$ cat src/pkg/vsq_params.svh
`ifndef VSQ_PARAMS_SVH
`define VSQ_PARAMS_SVH
// register offsets (command codes)
`define VSQ_OFS_PHASE_CFG    8'h03
`define VSQ_OFS_VR_CFG_A     8'hd2
`define VSQ_OFS_VR_CFG_B     8'hd3
`define VSQ_OFS_DELAY_SEL    8'hd4
`define VSQ_OFS_OC_TRIM      8'he2
// field positions
`define VSQ_LATCH_EN_BIT     1
`define VSQ_PSI_CODE_HI      7
`define VSQ_PSI_CODE_LO      6
`define VSQ_PHASE_CNT_HI     2
`define VSQ_PHASE_CNT_LO     0
// reset values
`define VSQ_RST_DELAY_SEL    8'h03
`define VSQ_RST_OC_TRIM      8'h10
`define VSQ_RST_VR_CFG       8'h02
`define VSQ_RST_PHASE_CFG    8'h07
// timing
`define VSQ_CLK_HZ           10000000
`define VSQ_STEP_US          500
`define VSQ_STEP_CYC         ((`VSQ_STEP_US * (`VSQ_CLK_HZ / 1000000)))
`define VSQ_BLANK_US         100
`define VSQ_BLANK_CYC        ((`VSQ_BLANK_US * (`VSQ_CLK_HZ / 1000000)))
`define VSQ_LATCH_MULT       4
`endif

$ cat src/pkg/vsq_pkg.sv
package vsq_pkg;
    // startup and protection sequence states
    typedef enum logic [2:0] {
        ST_OFF,
        ST_TD1,
        ST_SOFTSTART,
        ST_TD3,
        ST_TD5,
        ST_RUN,
        ST_LATCHED
    } vsq_state_type;
endpackage

$ cat src/hw/vsq_ctrl.sv
`timescale 1ns/1ps
`default_nettype none
`include "vsq_params.svh"
module vsq_ctrl
    import vsq_pkg::*;
#(
    parameter int STEP_CYC  = `VSQ_STEP_CYC,   // 0.5 ms in clocks
    parameter int BLANK_CYC = `VSQ_BLANK_CYC,  // 100 us in clocks
    parameter int CNT_W     = 18               // holds 4 x 4 ms
)(
    input  wire logic       i_mclk,
    input  wire logic       i_reset_n,
    input  wire logic       i_enable,          // enable pin, above threshold
    input  wire logic       i_supply_ok,       // supply above lockout
    // register port, byte wide, documented command codes
    input  wire logic       i_reg_wr,
    input  wire logic [7:0] i_reg_addr,
    input  wire logic [7:0] i_reg_wdata,
    output logic      [7:0] o_reg_rdata,
    // analog comparator results
    input  wire logic       i_softstart_done,  // soft-start at target
    input  wire logic       i_vout_in_window,  // inside power-good window
    input  wire logic       i_vout_below_200mv,
    input  wire logic       i_current_limit,   // limit reached
    input  wire logic       i_no_cpu_code,     // voltage code says no cpu
    input  wire logic       i_voltage_code_changed, // one-cycle strobe
    input  wire logic       i_load_release,
    input  wire logic       i_load_step,
    input  wire logic       i_power_state_in,  // low = low-power state
    // window limits passed to the analog comparator
    input  wire logic [7:0] i_pg_high_limit,
    input  wire logic [7:0] i_pg_low_limit,
    output logic      [7:0] o_pg_high_limit,
    output logic      [7:0] o_pg_low_limit,
    // outputs
    output logic            o_output_in_range_out,
    output logic            o_low_power_phase_disable_n,
    output logic            o_switching_en,
    output logic            o_latched_off,
    output logic            o_secondary_limit_sel,
    output logic      [4:0] o_limit_trim,
    output logic      [2:0] o_limit_divisor,
    output logic      [7:0] o_phase_enable,
    output logic            o_load_release_flag_out,
    output logic            o_all_phase_boost
);
    // overview of the control flow:
    // - enable and supply-ok together gate the sequence and switching; either one
    //   low drops the sequence back to off and clears both timers
    // - off lasts one clock, then the first timed delay runs
    // - soft-start waits on the analog ramp comparator, untimed
    // - the third and fifth delays use the same interval length
    // - run is the only state that may count towards latchoff
    // - latched is left only through reset, enable or supply
    // one shared counter times the three startup delays; the
    // latchoff counter is separate so that it can be abandoned
    // without disturbing the interval that was captured for it
    // all pin-side outputs are registered, so every output lags
    // the state by one clock; the checker allows for that lag
    // the host-side inputs are taken as already synchronous

    //************************************************************
    // registers
    //************************************************************
    logic [7:0]    phase_cfg_reg;   // 7:6 low-power code, 2:0 count-1
    logic [7:0]    vr_cfg_a_reg;
    logic [7:0]    vr_cfg_b_reg;
    logic [7:0]    delay_sel_reg;
    logic [7:0]    oc_trim_reg;
    vsq_state_type state_reg;
    vsq_state_type state_next;
    logic [CNT_W-1:0] tmr_reg;      // shared delay counter
    logic [CNT_W-1:0] tmr_next;
    logic [CNT_W-1:0] ivl_reg;      // interval latched at start
    logic [CNT_W-1:0] lat_reg;      // latchoff counter
    logic [CNT_W-1:0] lat_next;
    logic [15:0]      blank_reg;    // power-good blanking counter

    //************************************************************
    // decode
    //************************************************************
    // interval in clocks for a delay code
    function automatic logic [CNT_W-1:0] interval_of(input logic [2:0] code);
        interval_of = CNT_W'(({29'h0, code} + 32'h1) * STEP_CYC);
    endfunction

    wire logic       run_ok     = i_enable & i_supply_ok;
    wire logic [2:0] delay_code = delay_sel_reg[2:0];
    wire logic [CNT_W-1:0] ivl_now = interval_of(delay_code);
    wire logic [CNT_W-1:0] lat_len = CNT_W'(ivl_reg * `VSQ_LATCH_MULT);
    // latchoff armed unless bit cleared in both config registers
    wire logic latch_armed = vr_cfg_a_reg[`VSQ_LATCH_EN_BIT]
                           | vr_cfg_b_reg[`VSQ_LATCH_EN_BIT];
    wire logic tmr_done  = (tmr_reg >= ivl_reg - CNT_W'(1));
    wire logic lat_done  = (lat_reg >= lat_len - CNT_W'(1));
    wire logic blanking  = (blank_reg != 16'h0);
    wire logic [2:0] phase_cnt  = phase_cfg_reg[`VSQ_PHASE_CNT_HI:`VSQ_PHASE_CNT_LO];
    wire logic [1:0] lp_code    = phase_cfg_reg[`VSQ_PSI_CODE_HI:`VSQ_PSI_CODE_LO];
    wire logic       low_power  = ~i_power_state_in;
    wire logic       timing     = (state_reg == ST_TD1) | (state_reg == ST_TD3)
                                | (state_reg == ST_TD5);
    wire logic       reg_hit    = (i_reg_addr == `VSQ_OFS_PHASE_CFG)
                                | (i_reg_addr == `VSQ_OFS_VR_CFG_A)
                                | (i_reg_addr == `VSQ_OFS_VR_CFG_B)
                                | (i_reg_addr == `VSQ_OFS_DELAY_SEL)
                                | (i_reg_addr == `VSQ_OFS_OC_TRIM);

    //************************************************************
    // low-power phase map
    //************************************************************
    // the phase count field holds count minus one, so 3'h7 is
    // eight phases and 3'h0 is a single phase
    // only eight and six phases keep more than phase 1 in the
    // low-power state; every other count sheds down to phase 1
    // the divisor scales the current limit to the phases left,
    // so that the per-phase limit stays roughly where it was
    // six-phase code 11 is ambiguous in the tables; it is taken
    // as the same set as code 10, which is the safer of the two
    // because it never leaves fewer phases than the divisor assumes
    logic [7:0] lp_mask;   // phases kept in low-power state
    logic [2:0] lp_div;    // limit divisor in low-power state
    always_comb
    begin
        lp_mask = 8'h01;
        lp_div  = 3'h2;
        unique case (phase_cnt)
            3'h7:   // eight phases
            begin
                lp_mask = (lp_code == 2'h0) ? 8'h01 :
                          (lp_code == 2'h1) ? 8'h11 : 8'h55;
                lp_div  = lp_code[1] ? 3'h2 : 3'h4;
            end
            3'h5:   // six phases; code 11 taken as phases 1,3,5
            begin
                lp_mask = (lp_code == 2'h0) ? 8'h01 :
                          (lp_code == 2'h1) ? 8'h09 : 8'h15;
                lp_div  = (lp_code == 2'h0) ? 3'h4 :
                          (lp_code == 2'h1) ? 3'h3 : 3'h2;
            end
            3'h6, 3'h4, 3'h3:  // seven, five, four phases
                lp_div = (lp_code == 2'h0) ? 3'h4 : 3'h2;
            3'h2:   // three phases
                lp_div = (lp_code == 2'h0) ? 3'h3 : 3'h2;
            3'h1:   // two phases
                lp_div = 3'h2;
            3'h0:   // single phase
                lp_div = 3'h1;
        endcase
    end
    // all configured phases mask
    // count 3'h7 gives 8'hff, count 3'h0 gives phase 1 alone
    wire logic [7:0] full_mask = 8'hff >> (3'h7 - phase_cnt);

    //************************************************************
    // sequence
    //************************************************************
    // sequence notes:
    // - the delay counter only runs in the three timed states and
    //   is zero everywhere else, so each timed state starts clean
    // - a timed state ends on the clock where the counter reaches
    //   interval minus one, giving exactly interval clocks in it
    // - the latchoff counter advances only while the limit is seen
    //   in run with latchoff armed; one clock without the limit
    //   drops it to zero, which is how an overcurrent is forgiven
    // - a limit during startup is ignored on purpose: the delays
    //   must complete before latchoff may even begin counting
    // - latched holds until the enable or supply path clears it
    // next state; current limit never interrupts TD1..TD5
    always_comb
    begin
        state_next = state_reg;
        tmr_next   = timing ? tmr_reg + CNT_W'(1) : '0;
        lat_next   = '0;
        unique case (state_reg)
            ST_OFF:       state_next = ST_TD1;
            ST_TD1:       if (tmr_done) state_next = ST_SOFTSTART;
            ST_SOFTSTART: if (i_softstart_done) state_next = ST_TD3;
            ST_TD3:       if (tmr_done) state_next = ST_TD5;
            ST_TD5:       if (tmr_done) state_next = ST_RUN;
            ST_RUN:
            begin
                // limit after TD5 runs latchoff; clearing abandons it
                if (i_current_limit & latch_armed)
                begin
                    lat_next = lat_reg + CNT_W'(1);
                    if (lat_done) state_next = ST_LATCHED;
                end
            end
            ST_LATCHED:   state_next = ST_LATCHED;
        endcase
        if (timing & tmr_done) tmr_next = '0;
    end

    // state and timers; cleared when disabled or under lockout
    always_ff @(posedge i_mclk or negedge i_reset_n)
    begin
        if (!i_reset_n)
        begin
            state_reg <= ST_OFF;
            tmr_reg   <= '0;
            lat_reg   <= '0;
        end
        else if (!run_ok)
        begin
            state_reg <= ST_OFF;
            tmr_reg   <= '0;
            lat_reg   <= '0;
        end
        else
        begin
            state_reg <= state_next;
            tmr_reg   <= tmr_next;
            lat_reg   <= lat_next;
        end
    end

    // interval reloaded outside the timed states and at each delay's end; held during a delay and a latchoff count
    always_ff @(posedge i_mclk or negedge i_reset_n)
    begin
        if (!i_reset_n)
            ivl_reg <= interval_of(3'(`VSQ_RST_DELAY_SEL));
        else if (!timing & (state_reg != ST_RUN || lat_reg == '0))
            ivl_reg <= ivl_now;
        else if (timing & tmr_done)
            ivl_reg <= ivl_now;
    end

    // the blanking counter is reloaded by every strobe, not only
    // the first, so a staircase of code steps keeps power-good
    // masked until the last step has settled
    // limitation: the counter is 16 bits, so BLANK_CYC must fit
    // blanking window, restarted by every code change
    always_ff @(posedge i_mclk or negedge i_reset_n)
    begin
        if (!i_reset_n)
            blank_reg <= '0;
        else if (i_voltage_code_changed)
            blank_reg <= 16'(BLANK_CYC);
        else if (blanking)
            blank_reg <= blank_reg - 16'h1;
    end

    //************************************************************
    // register writes
    //************************************************************
    always_ff @(posedge i_mclk or negedge i_reset_n)
    begin
        if (!i_reset_n)
        begin
            phase_cfg_reg <= `VSQ_RST_PHASE_CFG;
            vr_cfg_a_reg  <= `VSQ_RST_VR_CFG;
            vr_cfg_b_reg  <= `VSQ_RST_VR_CFG;
            delay_sel_reg <= `VSQ_RST_DELAY_SEL;
            oc_trim_reg   <= `VSQ_RST_OC_TRIM;
        end
        else if (i_reg_wr)
        begin
            unique case (i_reg_addr)
                `VSQ_OFS_PHASE_CFG: phase_cfg_reg <= i_reg_wdata;
                `VSQ_OFS_VR_CFG_A:  vr_cfg_a_reg  <= i_reg_wdata;
                `VSQ_OFS_VR_CFG_B:  vr_cfg_b_reg  <= i_reg_wdata;
                `VSQ_OFS_DELAY_SEL: delay_sel_reg <= i_reg_wdata;
                `VSQ_OFS_OC_TRIM:   oc_trim_reg   <= i_reg_wdata;
                default:            ;  // unmapped: ignored
            endcase
        end
    end

    // reads are registered one clock behind the address, which
    // keeps the read path off the output pins' timing
    // the trim register only holds five meaningful bits; the
    // upper three read back as zero whatever was written
    // unmapped addresses read as zero and writes there are lost
    // read mux; unmapped reads as zero
    wire logic [7:0] rdata_next =
        (i_reg_addr == `VSQ_OFS_PHASE_CFG) ? phase_cfg_reg :
        (i_reg_addr == `VSQ_OFS_VR_CFG_A)  ? vr_cfg_a_reg  :
        (i_reg_addr == `VSQ_OFS_VR_CFG_B)  ? vr_cfg_b_reg  :
        (i_reg_addr == `VSQ_OFS_DELAY_SEL) ? delay_sel_reg :
        (i_reg_addr == `VSQ_OFS_OC_TRIM)   ? {3'h0, oc_trim_reg[4:0]} :
        8'h00;

    //************************************************************
    // outputs, all registered
    //************************************************************
    // power-good needs run, the window, a real cpu code and no
    // blanking; it is low from the first off clock onwards
    // switching starts at soft-start, so the delay before it
    // keeps the drivers quiet while references settle
    // the secondary limit only applies before run, while the
    // output is still near zero volts
    // load step overrides the low-power shedding for its length
    wire logic running  = (state_reg == ST_RUN);
    wire logic pg_next  = running & run_ok & i_vout_in_window
                        & ~i_no_cpu_code & ~blanking;
    wire logic sw_next  = run_ok & (state_reg != ST_OFF)
                        & (state_reg != ST_LATCHED) & (state_reg != ST_TD1);
    // load step overrides low-power shedding
    wire logic [7:0] ph_next = ~sw_next ? 8'h00 :
                               (low_power & ~i_load_step) ? lp_mask : full_mask;

    always_ff @(posedge i_mclk or negedge i_reset_n)
    begin
        if (!i_reset_n)
        begin
            o_reg_rdata                 <= 8'h00;
            o_pg_high_limit             <= 8'h00;
            o_pg_low_limit              <= 8'h00;
            o_output_in_range_out       <= 1'b0;
            o_low_power_phase_disable_n <= 1'b0;
            o_switching_en              <= 1'b0;
            o_latched_off               <= 1'b0;
            o_secondary_limit_sel       <= 1'b0;
            o_limit_trim                <= 5'h10;
            o_limit_divisor             <= 3'h1;
            o_phase_enable              <= 8'h00;
            o_load_release_flag_out     <= 1'b0;
            o_all_phase_boost           <= 1'b0;
        end
        else
        begin
            o_reg_rdata                 <= reg_hit ? rdata_next : 8'h00;
            o_pg_high_limit             <= i_pg_high_limit;
            o_pg_low_limit              <= i_pg_low_limit;
            o_output_in_range_out       <= pg_next;
            o_low_power_phase_disable_n <= sw_next & ~low_power;
            o_switching_en              <= sw_next;
            o_latched_off               <= (state_reg == ST_LATCHED);
            o_secondary_limit_sel       <= sw_next & ~running & i_vout_below_200mv;
            o_limit_trim                <= oc_trim_reg[4:0];
            o_limit_divisor             <= low_power ? lp_div : 3'h1;
            o_phase_enable              <= ph_next;
            o_load_release_flag_out     <= sw_next & i_load_release;
            o_all_phase_boost           <= sw_next & i_load_step;
        end
    end
endmodule // vsq_ctrl
`default_nettype wire

$ cat config.mk
export PLATFORM = sky130hd
export DESIGN_NAME = vsq_ctrl
export DESIGN_NICKNAME = d
export VERILOG_FILES = /design/src/pkg/vsq_pkg.sv /design/src/hw/vsq_ctrl.sv
export VERILOG_INCLUDE_DIRS = /design/src /design/src/pkg
export SDC_FILE = /design/constraint.sdc
export NUM_CORES = 1
export LEC_CHECK = 0
export ABC_AREA = 1
export BUFFER_PORTS_ARGS = -buffer_cell sky130_fd_sc_hd__clkbuf_2
export CORE_MARGIN = 2
export CORE_UTILIZATION = 60
export CTS_CLUSTER_DIAMETER = 150
export DETAILED_ROUTE_END_ITERATION = 16
export PLACE_DENSITY = 0.82
export SYNTH_ARGS = -nofsm -noshare
export SYNTH_HDL_FRONTEND = slang
export SYNTH_SLANG_ARGS = --single-unit
$ cat constraint.sdc
create_clock -name i_mclk -period 4.6 [get_ports i_mclk]
set_input_delay 0.69 -clock i_mclk [delete_from_list [all_inputs] [get_ports i_mclk]]
set_output_delay 0.69 -clock i_mclk [all_outputs]
set_load 0.05 [all_outputs]
Word-level counts from Yosys, hierarchy flattened. Index checks and enable logic that the tools add are counted.

Bits in registers: 157. Logic and storage cells: 146.

$add $sub $neg: 7. Multipliers: 1. Order comparisons: 2. Equal/unequal tests: 28. Shift operators: 1. Mux-type cells: 38. Bitwise gates (word level): 29. Reductions and logical operators: 17.

Operators with widths (count): $mux W18 (8); $mux W8 (7); $add A18 B1 Y18 const B (2); $ge A18 B18 Y1 (2); $sub A18 B1 Y18 const B (2); $mux W3 (11); $eq A8 B8 Y1 const B (4); $mux W16 (2); $eq A3 B3 Y1 const B (7); $ne A3 B3 Y1 const B (7); $pmux W3 S7 (1); $logic_not A18 Y1 (1); $pmux W3 S6 (1); $and A1 B1 Y1 (17); $reduce_bool A16 Y1 (1); $sub A16 B1 Y16 const B (1); $mux W5 (3); $mul A4 B10 Y14 const B (1); $mux W7 (2); $pmux W7 S2 (1); $eq A3 B2 Y1 const B (4); $reduce_and A2 Y1 (5); $eq A8 B2 Y1 const B (1); $shr A8 B3 Y8 const A (1); other kinds (17) (31).

Longest topological paths before layout. Gate-level depths: netlist (run 1).

Depth after elaboration: 7. Mapped depth: 24. Mapped depth without buffers: 24.

Worst setup path after synthesis (run 1). Ideal clock, no wire load.

Path type: register to register. Start: register delay_sel_reg[1]. End: register ivl_reg[14]. Setup time: 69 ps. Arrival: 2811 ps. Setup slack: 1721 ps. Stages on the path, launching flop included: 15. Path buffers: 0. Cell sequence: dfstp_2 ha_1 xnor2_1 inv_1 fa_1 inv_1 ha_1 ha_1 nand3_1 nand2_1 a21oi_1 o21bai_1 xor2_1 nand2_2 o21ai_2.

Longest elaborated chain between the ends: 4.

RTL lines: from (decl) (line vsq_ctrl.sv:68) `logic [7:0] delay_sel_reg;`; from (signal assigned) (line vsq_ctrl.sv:253) `` delay_sel_reg <= `VSQ_RST_DELAY_SEL; ``; from (signal assigned) (line vsq_ctrl.sv:262) `` `VSQ_OFS_DELAY_SEL: delay_sel_reg <= i_reg_wdata; ``; $add A3 B1 Y4 (*) (line vsq_ctrl.sv:84) `interval_of = CNT_W'(({29'h0, code} + 32'h1) * STEP_CYC);`; $mul A4 B10 Y14 (*) (line vsq_ctrl.sv:84); $mux W18 (line vsq_ctrl.sv:224) `else if (timing & tmr_done)`; $mux W18 (*) (line vsq_ctrl.sv:222) `else if (!timing & (state_reg != ST_RUN || lat_reg == '0))`; to (signal assigned) (line vsq_ctrl.sv:221) `` ivl_reg <= interval_of(3'(`VSQ_RST_DELAY_SEL)); ``; to (signal assigned) (line vsq_ctrl.sv:223) `ivl_reg <= ivl_now;`; to (signal assigned) (line vsq_ctrl.sv:225) `ivl_reg <= ivl_now;`; to (decl) (line vsq_ctrl.sv:74) `logic [CNT_W-1:0] ivl_reg;`.

Mark *: on every way between the ends. The rest lies on a longest branch, timed or not. The select of a mux whose other input is x is not followed. A chain may end at the register's enable or synchronous reset.

Worst setup path in the final report (run 1).
Start: register ivl_reg[7]. End: register state_reg[2].

Longest elaborated chain between the ends: 4. Elaborated cells between the ends (all ways): 9. Classes of those cells: 2 x add/sub; 2 x order compare; 4 x eq/ne; 1 x reduce/logical.

RTL lines: $sub A18 B1 Y18 (on tied branches) (line vsq_ctrl.sv:95, vsq_ctrl.sv:94); $ge A18 B18 Y1 (on tied branches) (line vsq_ctrl.sv:95, vsq_ctrl.sv:94); $ne A3 B3 Y1 (no source line); $reduce_and A6 Y1 (no source line) (*); to (signal assigned) (line vsq_ctrl.sv:211) `state_reg <= state_next;`; to (decl) (line vsq_ctrl.sv:70) `vsq_state_type state_reg;`.

Mark *: on every way between the ends. The rest lies on a longest branch, timed or not.

==> impl_metrics.json, run 1 <==
{
  "slowest_stage": "dfrtp_1",
  "routed_wirelength_mm": 16.8,
  "drt_iter0_drc": 407,
  "final_cells": 1222,
  "ys_ff_latch": 151,
  "ys_types": 45,
  "vias_per_cell": 5.39,
  "post_drt_wl_per_cell_um": 13.7,
  "place.gp.congestion": 0.967,
  "crit_path_start_kind": "flop",
  "synthArstFlopShare_pct": 100,
  "synthCells": 937,
  "syn-num-nets": 1026,
  "ios": 93,
  "avgSynthCellArea_sq_um": 8.44,
  "clk_path_buf_depth": 2,
  "drive_above_1_share_pct": 17.8,
  "finalSetupTns_ns": 0,
  "powerDensity_nw_per_um2": 349,
  "synth_edf_count": 0,
  "synthToLayoutAreaGrowth_pct": 15.2,
  "worst_pin_slew_ns": 0.699,
  "yosys_warnings": 0,
  "cts_resized": 0,
  "synth.cell_area_sq_um": 7910,
  "firstDrtPassIters": 4,
  "via_count": 6584,
  "diodes": 0,
  "path_common_cell": "nand2_1",
  "clock_sinks": 151,
  "power_frac_comb_pct": 11.7,
  "p_sw_w": 0.000907,
  "cts_max_level": 4,
  "fin_nets": 1126,
  "yosysSeqAreaShare_pct": 48.0,
  "r2r_start": "ivl_reg[7]$_DFFE_PN0P_",
  "min_path_type": "primary input to asynchronous set/reset pin",
  "die_w_um": 119,
  "timing.final.crit_share_pct": 70.7,
  "cts_hold_buf": 0,
  "timing.fmax_mhz": 307,
  "cts_tree": "built",
  "io_buffers": 92,
  "cts_buffers": 17,
  "p_clk_share_pct": 43.2,
  "arrival_ns": 3.62,
  "setup_violations": 0,
  "finClkSkew_ns": 0.00538,
  "relSlewSlack_pct": 53.2,
  "p_int_w": 0.00227,
  "vdd_drop_max_uv": 296,
  "grt_pass1_vias": 6313,
  "dp_hpwl_mm": 12.3,
  "grt_first_pass_wirelength_mm": 29.2,
  "layout_min_cycle_time_ns": 3.25,
  "ant_nets": 0,
  "track_usage_pct": 25.7,
  "cp-end-kind": "flop",
  "required_ns": 4.97,
  "die-area_sq_um": 14100,
  "crit_chain": "inv_1 > ha_1 > nand2_2 > inv_1 > nand3_1 > xor2_1 > ha_1 > a21o_1 > nor2_1 > nand2_1 > nand2_1 > nand3_1 > nand2_1 > nand2_1 > nand2_1 > nand2_1 > nand2_2 > nand3_2 > nand2_1 > inv_2 > nand2_1 > nand2_1 > nand2_1",
  "num_rows": 41,
  "p_leak_nw": 4.54,
  "synthFlopType": "dfrtp_1",
  "critPathMaxStageDelay_ns": 0.47,
  "fin_util_pct": 71.6,
  "max_cap_viol_count": 0,
  "placed_cells": 1190,
  "cp_max_fo": 17,
  "crit_start": "ivl_reg[7]$_DFFE_PN0P_",
  "status": "finished, final reports clean",
  "root_buffer": "clkbuf_16",
  "core_sq_um": 12700,
  "drcViolationCount": 0,
  "antenna_found_initial": 0,
  "cts_setup_buffers": 0,
  "criticalPathCategory": "flop to flop",
  "hold_viol": 0,
  "clk-insertion-delay-late_ns": 0.43,
  "seq_power_share_pct": 45.1,
  "fp.dieH_um": 119,
  "drv_slew": 0,
  "grt_max_degree": 71,
  "clk_pin_slew_worst_paths_ns": 0.07,
  "rsz0062_at_grt": "no",
  "gr-total-overflow": 0,
  "switching_share_pct": 28.6,
  "start_util_pct": 62.1
}
-- power by group through the flow --
stage               Combinational (W)  Sequential [W]  Clock (W)
global placement             0.000360         0.00145          0
finish                       0.000372         0.00143    0.00137
detailed placement           0.000370         0.00145          0
CTS                          0.000374         0.00143    0.00140
floorplan                    0.000214         0.00149          0
global route                 0.000418         0.00144    0.00146
-- stage by stage --
stage / total power, W / instance area [sq um] / hold slack, ns / setup slack [ns]
after floorplan: 0.00171 / 7910 / 0.354 / 1.72
after global placement: 0.00181 / 8520 / 0.355 / 1.47
after detailed placement: 0.00182 / 8520 / 0.357 / 1.39
after CTS: 0.00320 / 9110 / 0.269 / 1.37
after global routing: 0.00332 / 9110 / 0.303 / 0.962
final: 0.00318 / 9110 / 0.254 / 1.35
-- layout make-up --
type                    instances  area (sq um)
clock buffers                  17           425
clock inverters                15           168
fillers                      1017          3610
inverters                     137           514
multi-input cells             636          3510
flip-flops and latches        151          3800
well taps                     172           215
repair buffers                 94           482
-- critical path, delay by kind of cell, from the launching register on --
kind	cells	cell delay [ns]
compound gates	1	0.18
xor+xnor	1	0.21
fa+ha+maj	2	0.54
buf+inv	3	0.30
flops	1	0.47
simple gates	16	1.47
-- kinds of logic (layout without fill, tap and decap cells) --
| family | after synthesis | after routing | synth area share, % |
|---|---|---|---|
| flip-flops | 151 | 151 | 48.0 |
| adder cells (fa/ha/maj) | 43 | 43 | 7.09 |
| AND/OR/NAND/NOR | 421 | 421 | 23.7 |
| XOR/XNOR | 20 | 20 | 2.22 |
| buffers and inverters | 150 | 263 | 7.61 |
| AO/OA/AOI/OAI | 152 | 152 | 11.4 |
-- routing by layer --
layer | vias up | part of all wire (%) | GRT usage [%]
li1 | 3272 | - | -
met1 | 3133 | 46 | 34.7
met2 | 151 | 47 | 40.5
met3 | 28 | 5.0 | 7.34
met4 | 0 | 2.0 | 7.44
met5 | - | 0 | 0
-- final timing paths --
kind                                                to  slack [ns]  depth (start not counted)
max                           state_reg[2]$_DFFE_PN0P_        1.35                         23
min reg2reg                  o_limit_trim[4]$_DFF_PN1_        0.37                          0
max reg2reg                   state_reg[2]$_DFFE_PN0P_        1.35                         23
min in group i_mclk        o_pg_low_limit[2]$_DFF_PN0_        0.36                          1
min                        vr_cfg_b_reg[4]$_DFFE_PN0P_        0.25                          1
max in group asynchronous        tmr_reg[12]$_DFF_PN0_        3.34                          2
-- cell usage after synthesis, types with 12 or more instances --
library cell    n  area, sq um
nand4_1        12         75.1
ha_1           40          500
o21ai_0        64          320
nand2_1       176          661
nor4_1         13         81.3
nor3_1         25          125
a21oi_1        39          195
dfstp_2        15          394
nor2_1        109          409
nand2_2        16          100
dfrtp_1       136         3400
nand3_1        50          250
xor2_1         15          131
o21ai_2        13          114
inv_1         133          499
-- placed cells by master, fill, tap and decap left out, types with 4 or more instances in the layout --
cell and instances:
nand2_1 176, xnor2_1 5, a211oi_1 6, a31oi_1 7
clkbuf_2 91, nand4_1 12, clkinv_4 5, nand2_2 16
clkbuf_16 17, ha_1 40, a21oi_1 39, inv_6 4
nand3_1 50, dfstp_2 15, nor3_1 25, inv_1 133
xor2_1 15, nor2_1 109, o21ai_2 13, o21ai_0 64
o21a_1 4, a221oi_1 6, dfrtp_1 136, nor4_1 13
No activity file was read; power rests on OpenSTA's default activity.
==> inputs of run 2 (changes only) <==
Settings changed: CORE_UTILIZATION 60 to 59, PLACE_DENSITY 0.82 to 0.81.
Clock period 4.6 ns to 3.1 ns, I/O delays scaled along.
==> run 2 against run 1 <==
Net effect: register-to-register slack worse by 1.2 ns; critical endpoint is now ivl_reg[16]$_DFFE_PN0P_; clock-buffer cell count rose by 3; highest routed layer unchanged; critical path type unchanged; final cell count is 1.7% higher; combinational power rose by 63%; non-clock buffer count increased by 15; global-route usage up 0.32 points; clock power rose by 48%; sequential power grew 49%; the run now ends with capacitance limit, slew limit left.
==> impl_metrics.json, run 2 (same netlist as run 1, synthesis figures left out) <==
{
  "io_buffers": 92,
  "crit_path_start_kind": "flop",
  "clk-insertion-delay-late_ns": 0.43,
  "arrival_ns": 3.25,
  "worst_pin_slew_ns": 1.75,
  "p_clk_share_pct": 42.7,
  "via_count": 6783,
  "cp_max_fo": 4,
  "relSlewSlack_pct": -17.9,
  "layout_common_cells": "176 x nand2_1, 136 x dfrtp_1, 133 x inv_1",
  "grt_max_degree": 73,
  "cts_hold_buf": 0,
  "dp_hpwl_mm": 12.6,
  "final_common_cell": "nand2_1",
  "drt_iter0_drc": 400,
  "p_sw_w": 0.00131,
  "post_drt_wl_per_cell_um": 14.3,
  "vdd_drop_max_uv": 391,
  "firstDrtPassIters": 6,
  "die-area_sq_um": 14300,
  "cts_buffers": 17,
  "diodes": 0,
  "power_frac_comb_pct": 12.7,
  "place.gp.congestion": 0.981,
  "ios": 93,
  "hold_viol": 0,
  "clk_pin_slew_worst_paths_ns": 0.06,
  "gr-total-overflow": 0,
  "fp.dieH_um": 120,
  "setup_violations": 0,
  "start_util_pct": 59.9,
  "rsz0062_at_grt": "no",
  "p_int_w": 0.00346,
  "core_sq_um": 13200,
  "slowest_stage": "dfstp_2",
  "violations": "capacitance limit, slew limit",
  "criticalPathCategory": "flop to flop",
  "cts_tree": "built",
  "drcViolationCount": 0,
  "max_cap_viol_count": 1,
  "required_ns": 3.41,
  "vias_per_cell": 5.46,
  "placed_cells": 1205,
  "drive_above_1_share_pct": 19.7,
  "timing.fmax_mhz": 341,
  "ant_nets": 0,
  "cts_max_level": 4,
  "clock_sinks": 151,
  "fin_nets": 1143,
  "track_usage_pct": 26.0,
  "crit_chain": "ha_1 > xnor2_1 > inv_1 > fa_1 > inv_1 > ha_4 > ha_1 > a21oi_1 > nand2_1 > a21oi_1 > o21bai_2 > buf_4 > nand3_4 > o21ai_2",
  "status": "finished, violations left",
  "seq_power_share_pct": 44.6,
  "critPathMaxStageDelay_ns": 0.58,
  "antenna_found_initial": 0,
  "num_rows": 42,
  "grt_first_pass_wirelength_mm": 29.7,
  "synthToLayoutAreaGrowth_pct": 18.3,
  "switching_share_pct": 27.5,
  "cp-end-kind": "flop",
  "grt_pass1_vias": 6385,
  "timing.final.crit_share_pct": 94.7,
  "clk_path_buf_depth": 2,
  "finClkSkew_ns": 0.00687,
  "die_w_um": 120,
  "p_leak_nw": 4.61,
  "finalSetupTns_ns": 0,
  "final_cells": 1243,
  "drv_slew": 6,
  "min_path_type": "primary input to asynchronous set/reset pin",
  "routed_wirelength_mm": 17.8,
  "root_buffer": "clkbuf_16",
  "powerDensity_nw_per_um2": 509,
  "layout_min_cycle_time_ns": 2.94
}
-- run 2: critical path, delay by kind of cell, from the launching register on --
kind	cells	cell delay [ns]
AND/OR/NAND/NOR	2	0.16
XOR/XNOR	1	0.14
adder cells (fa/ha/maj)	4	1.13
flip-flops	1	0.58
AO/OA/AOI/OAI	4	0.49
buffers and inverters	3	0.32
-- run 2: routing by layer --
metal	vias to the layer above	track usage (%)	wire, um
li1	3300	-	-
met1	3231	34.3	7710
met2	208	42.6	8620
met3	44	5.99	962
met4	0	8.82	468
met5	-	0	0
-- run 2: repair_timing --
item,4_1_cts,5_1_grt
resized for setup,0,16
buffers inserted,0,4
setup endpoints to repair,0,24
-- run 2: final timing paths --
path,from,end,slack (ns),cells after the start
min reg2reg,oc_trim_reg[4]$_DFFE_PN1P_,o_limit_trim[4]$_DFF_PN1_,0.36,0
min in group i_mclk,i_pg_high_limit[1],o_pg_high_limit[1]$_DFF_PN0_,0.14,1
max in group asynchronous,i_reset_n,phase_cfg_reg[2]$_DFFE_PN1P_,2.26,2
max,delay_sel_reg[1]$_DFFE_PN1P_,ivl_reg[16]$_DFFE_PN0P_,0.16,14
min,i_reset_n,o_pg_high_limit[1]$_DFF_PN0_,0.06,1
max reg2reg,delay_sel_reg[1]$_DFFE_PN1P_,ivl_reg[16]$_DFFE_PN0P_,0.16,14
-- run 2: power by group through the flow --
stage	logic, W	registers (W)	clock network (W)
after floorplan	0.000318	0.00222	0
after global placement	0.000552	0.00215	0
after detailed placement	0.000568	0.00216	0
after CTS	0.000575	0.00212	0.00206
after global routing	0.000678	0.00213	0.00215
final	0.000605	0.00213	0.00203
-- run 2: metrics by stage --
step | cell area (sq um) | util (%) | power [W] | setup WS (ns) | hold WS [ns]
final | 9350 | 70.9 | 0.00476 | 0.165 | 0.0577
after floorplan | 7910 | - | 0.00253 | 0.221 | 0.169
after CTS | 9200 | 69.7 | 0.00476 | 0.0954 | 0.0778
after global placement | 8620 | 65.3 | 0.00271 | 0.208 | 0.355
after global routing | 9350 | 70.9 | 0.00496 | 0.000574 | 0.113
after detailed placement | 8620 | 65.3 | 0.00272 | 0.111 | 0.357
-- run 2: area by class of cell --
cell class	count	area (sq um)
Fill cell	1005	3840
Sequential cell	151	3800
Multi-Input combinational cell	638	3640
Timing Repair Buffer	109	607
Inverter	137	514
Clock buffer	20	437
Tap cell	176	220
Clock inverter	12	143
==> inputs of run 3 (changes only) <==
Settings changed: CORE_UTILIZATION 59 to 60, CTS_BUF_LIST set to sky130_fd_sc_hd__clkbuf_4, PLACE_DENSITY 0.81 to 0.82.
==> run 3 against run 2 <==
Net effect: the flow now finishes without violations; largest power group unchanged; largest cell class unchanged; critical path depth unchanged; first-iteration DRC count decreased by 8.3%; total power decreased by 17%; hold slack improved by 0.016 ns.
==> impl_metrics.json, run 3 (same netlist as run 1, synthesis figures left out) <==
{
  "status": "finished, final reports clean",
  "clk_pin_slew_worst_paths_ns": 0.13,
  "cts_buffers": 17,
  "drv_slew": 0,
  "clock_sinks": 151,
  "timing.fmax_mhz": 334,
  "final_common_cell": "nand2_1",
  "clk-insertion-delay-late_ns": 0.56,
  "place.gp.congestion": 0.978,
  "p_int_w": 0.00275,
  "cts_tree": "built",
  "finClkSkew_ns": 0.0159,
  "antenna_found_initial": 1,
  "num_rows": 41,
  "core_sq_um": 12700,
  "grt_pass1_vias": 6278,
  "hold_viol": 0,
  "crit_path_start_kind": "flop",
  "clk_path_buf_depth": 2,
  "layout_common_cells": "176 x nand2_1, 136 x dfrtp_1, 133 x inv_1",
  "routed_wirelength_mm": 17.1,
  "switching_share_pct": 30.1,
  "p_clk_share_pct": 30.8,
  "p_sw_w": 0.00118,
  "post_drt_wl_per_cell_um": 13.7,
  "relSlewSlack_pct": 14.9,
  "p_leak_nw": 4.54,
  "worst_pin_slew_ns": 1.26,
  "gr-total-overflow": 0,
  "fp.dieH_um": 119,
  "final_cells": 1252,
  "cp_max_fo": 6,
  "rsz0062_at_grt": "yes",
  "min_path_type": "primary input to flop",
  "ios": 93,
  "die_w_um": 119,
  "cp-end-kind": "flop",
  "cts_max_level": 4,
  "timing.final.crit_share_pct": 96.6,
  "drcViolationCount": 0,
  "seq_power_share_pct": 54.0,
  "drive_above_1_share_pct": 19.4,
  "layout_min_cycle_time_ns": 2.99,
  "fin_area_sq_um": 9150,
  "dp_hpwl_mm": 12.4,
  "synthToLayoutAreaGrowth_pct": 15.8,
  "criticalPathCategory": "flop to flop",
  "io_buffers": 92,
  "grt_max_degree": 80,
  "setup_violations": 0,
  "powerDensity_nw_per_um2": 430,
  "drt_iter0_drc": 367,
  "place_ws_ns": 0.118,
  "ff_latch_area_sq_um": 3800,
  "root_buffer": "clkbuf_4",
  "power_frac_comb_pct": 15.2,
  "firstDrtPassIters": 5,
  "track_usage_pct": 25.2,
  "dpl_cell_area_sq_um": 8590,
  "ant_nets": 0,
  "vias_per_cell": 5.33,
  "via_count": 6679,
  "finalWorstSetupSlack_ns": 0.106,
  "grt_first_pass_wirelength_mm": 28.7,
  "multiInputGateArea_sq_um": 3610,
  "vdd_drop_max_uv": 353,
  "die-area_sq_um": 14100,
  "max_cap_viol_count": 0,
  "arrival_ns": 3.49,
  "start_util_pct": 62.1,
  "nFillCells": 989,
  "placed_cells": 1200,
  "fin_nets": 1155,
  "required_ns": 3.59,
  "whs_ns": 0.0736
}
## run 3: cell count changes in the layout (fill, tap and decap cells not counted), sizes merged
cell / previous run / this run
buf: 18 / 14
inv: 141 / 140
diode: 0 / 1
clkinv: 2 / 6
clkbuf: 111 / 109
clkinvlp: 4 / 3
dlygate4sd3: 0 / 17
nand2: 196 / 195
## run 3: worst paths after layout
kind / cells past startpoint / startpoint / endpoint / slack, ns
worst max-delay path: 14 / delay_sel_reg[0]$_DFFE_PN1P_ / ivl_reg[14]$_DFFE_PN1P_ / 0.11
worst min-delay path: 2 / i_no_cpu_code / o_output_in_range_out$_DFF_PN0_ / 0.07
worst max register to register: 14 / delay_sel_reg[0]$_DFFE_PN1P_ / ivl_reg[14]$_DFFE_PN1P_ / 0.11
worst min register to register: 0 / oc_trim_reg[4]$_DFFE_PN1P_ / o_limit_trim[4]$_DFF_PN1_ / 0.37
max in group asynchronous: 3 / i_reset_n / lat_reg[5]$_DFF_PN0_ / 1.76
min in group asynchronous: 2 / i_reset_n / vr_cfg_b_reg[4]$_DFFE_PN0P_ / 0.47
## run 3: layout make-up
cell class,instances,area share [%]
antenna,1,0.0273
clock buffer,18,1.48
clock inverter,14,1.60
inverter,137,5.62
multi-input combinational,637,39.4
sequential,151,41.5
tap,172,2.35
timing repair buffer,122,8.02
## run 3: critical path: stages, from the launching register on
cell and delay [ns]:
dfstp_2 0.60, inv_1 0.10, buf_4 0.18, nor2_2 0.17, fa_1 0.42, inv_1 0.11
ha_4 0.22, ha_1 0.28, nand3_1 0.09, nand2_1 0.12, a21oi_1 0.08, o21bai_1 0.22
xor2_1 0.20, nand2_2 0.07, o21ai_2 0.06
## run 3: power groups by stage
stage / clock, W / sequential [W] / combinational, W
2_1_floorplan: 0 / 0.00222 / 0.000318
3_3_place_gp: 0 / 0.00215 / 0.000548
3_5_place_dp: 0 / 0.00216 / 0.000561
4_1_cts: 0.00123 / 0.00212 / 0.000580
5_1_grt: 0.00131 / 0.00213 / 0.000670
6_report: 0.00121 / 0.00212 / 0.000599
## run 3: routing by layer
layer / GRT usage [%] / up-vias / share of wire, %
met2: 41.0 / 189 / 49
li1: - / 3327 / -
met1: 33.2 / 3136 / 44
met4: 8.63 / 0 / 2.0
met3: 5.98 / 27 / 5.8
met5: 0 / - / 0
## run 3: metrics by stage
step           TNS [ns]  util (%)  power, W
2_1_floorplan         0         -   0.00253
3_3_place_gp          0      67.5   0.00270
3_5_place_dp          0      67.5   0.00272
4_1_cts               0      71.1   0.00393
5_1_grt         -0.0437      71.9   0.00412
6_report              0      71.9   0.00393
## run 3: repair_timing
item                                    CTS  global route
setup buffers                             0             1
hold buffers                             17             0
gates resized for setup                   0            14
hold endpoints to repair                 80             0
endpoints found under the setup margin    0            14
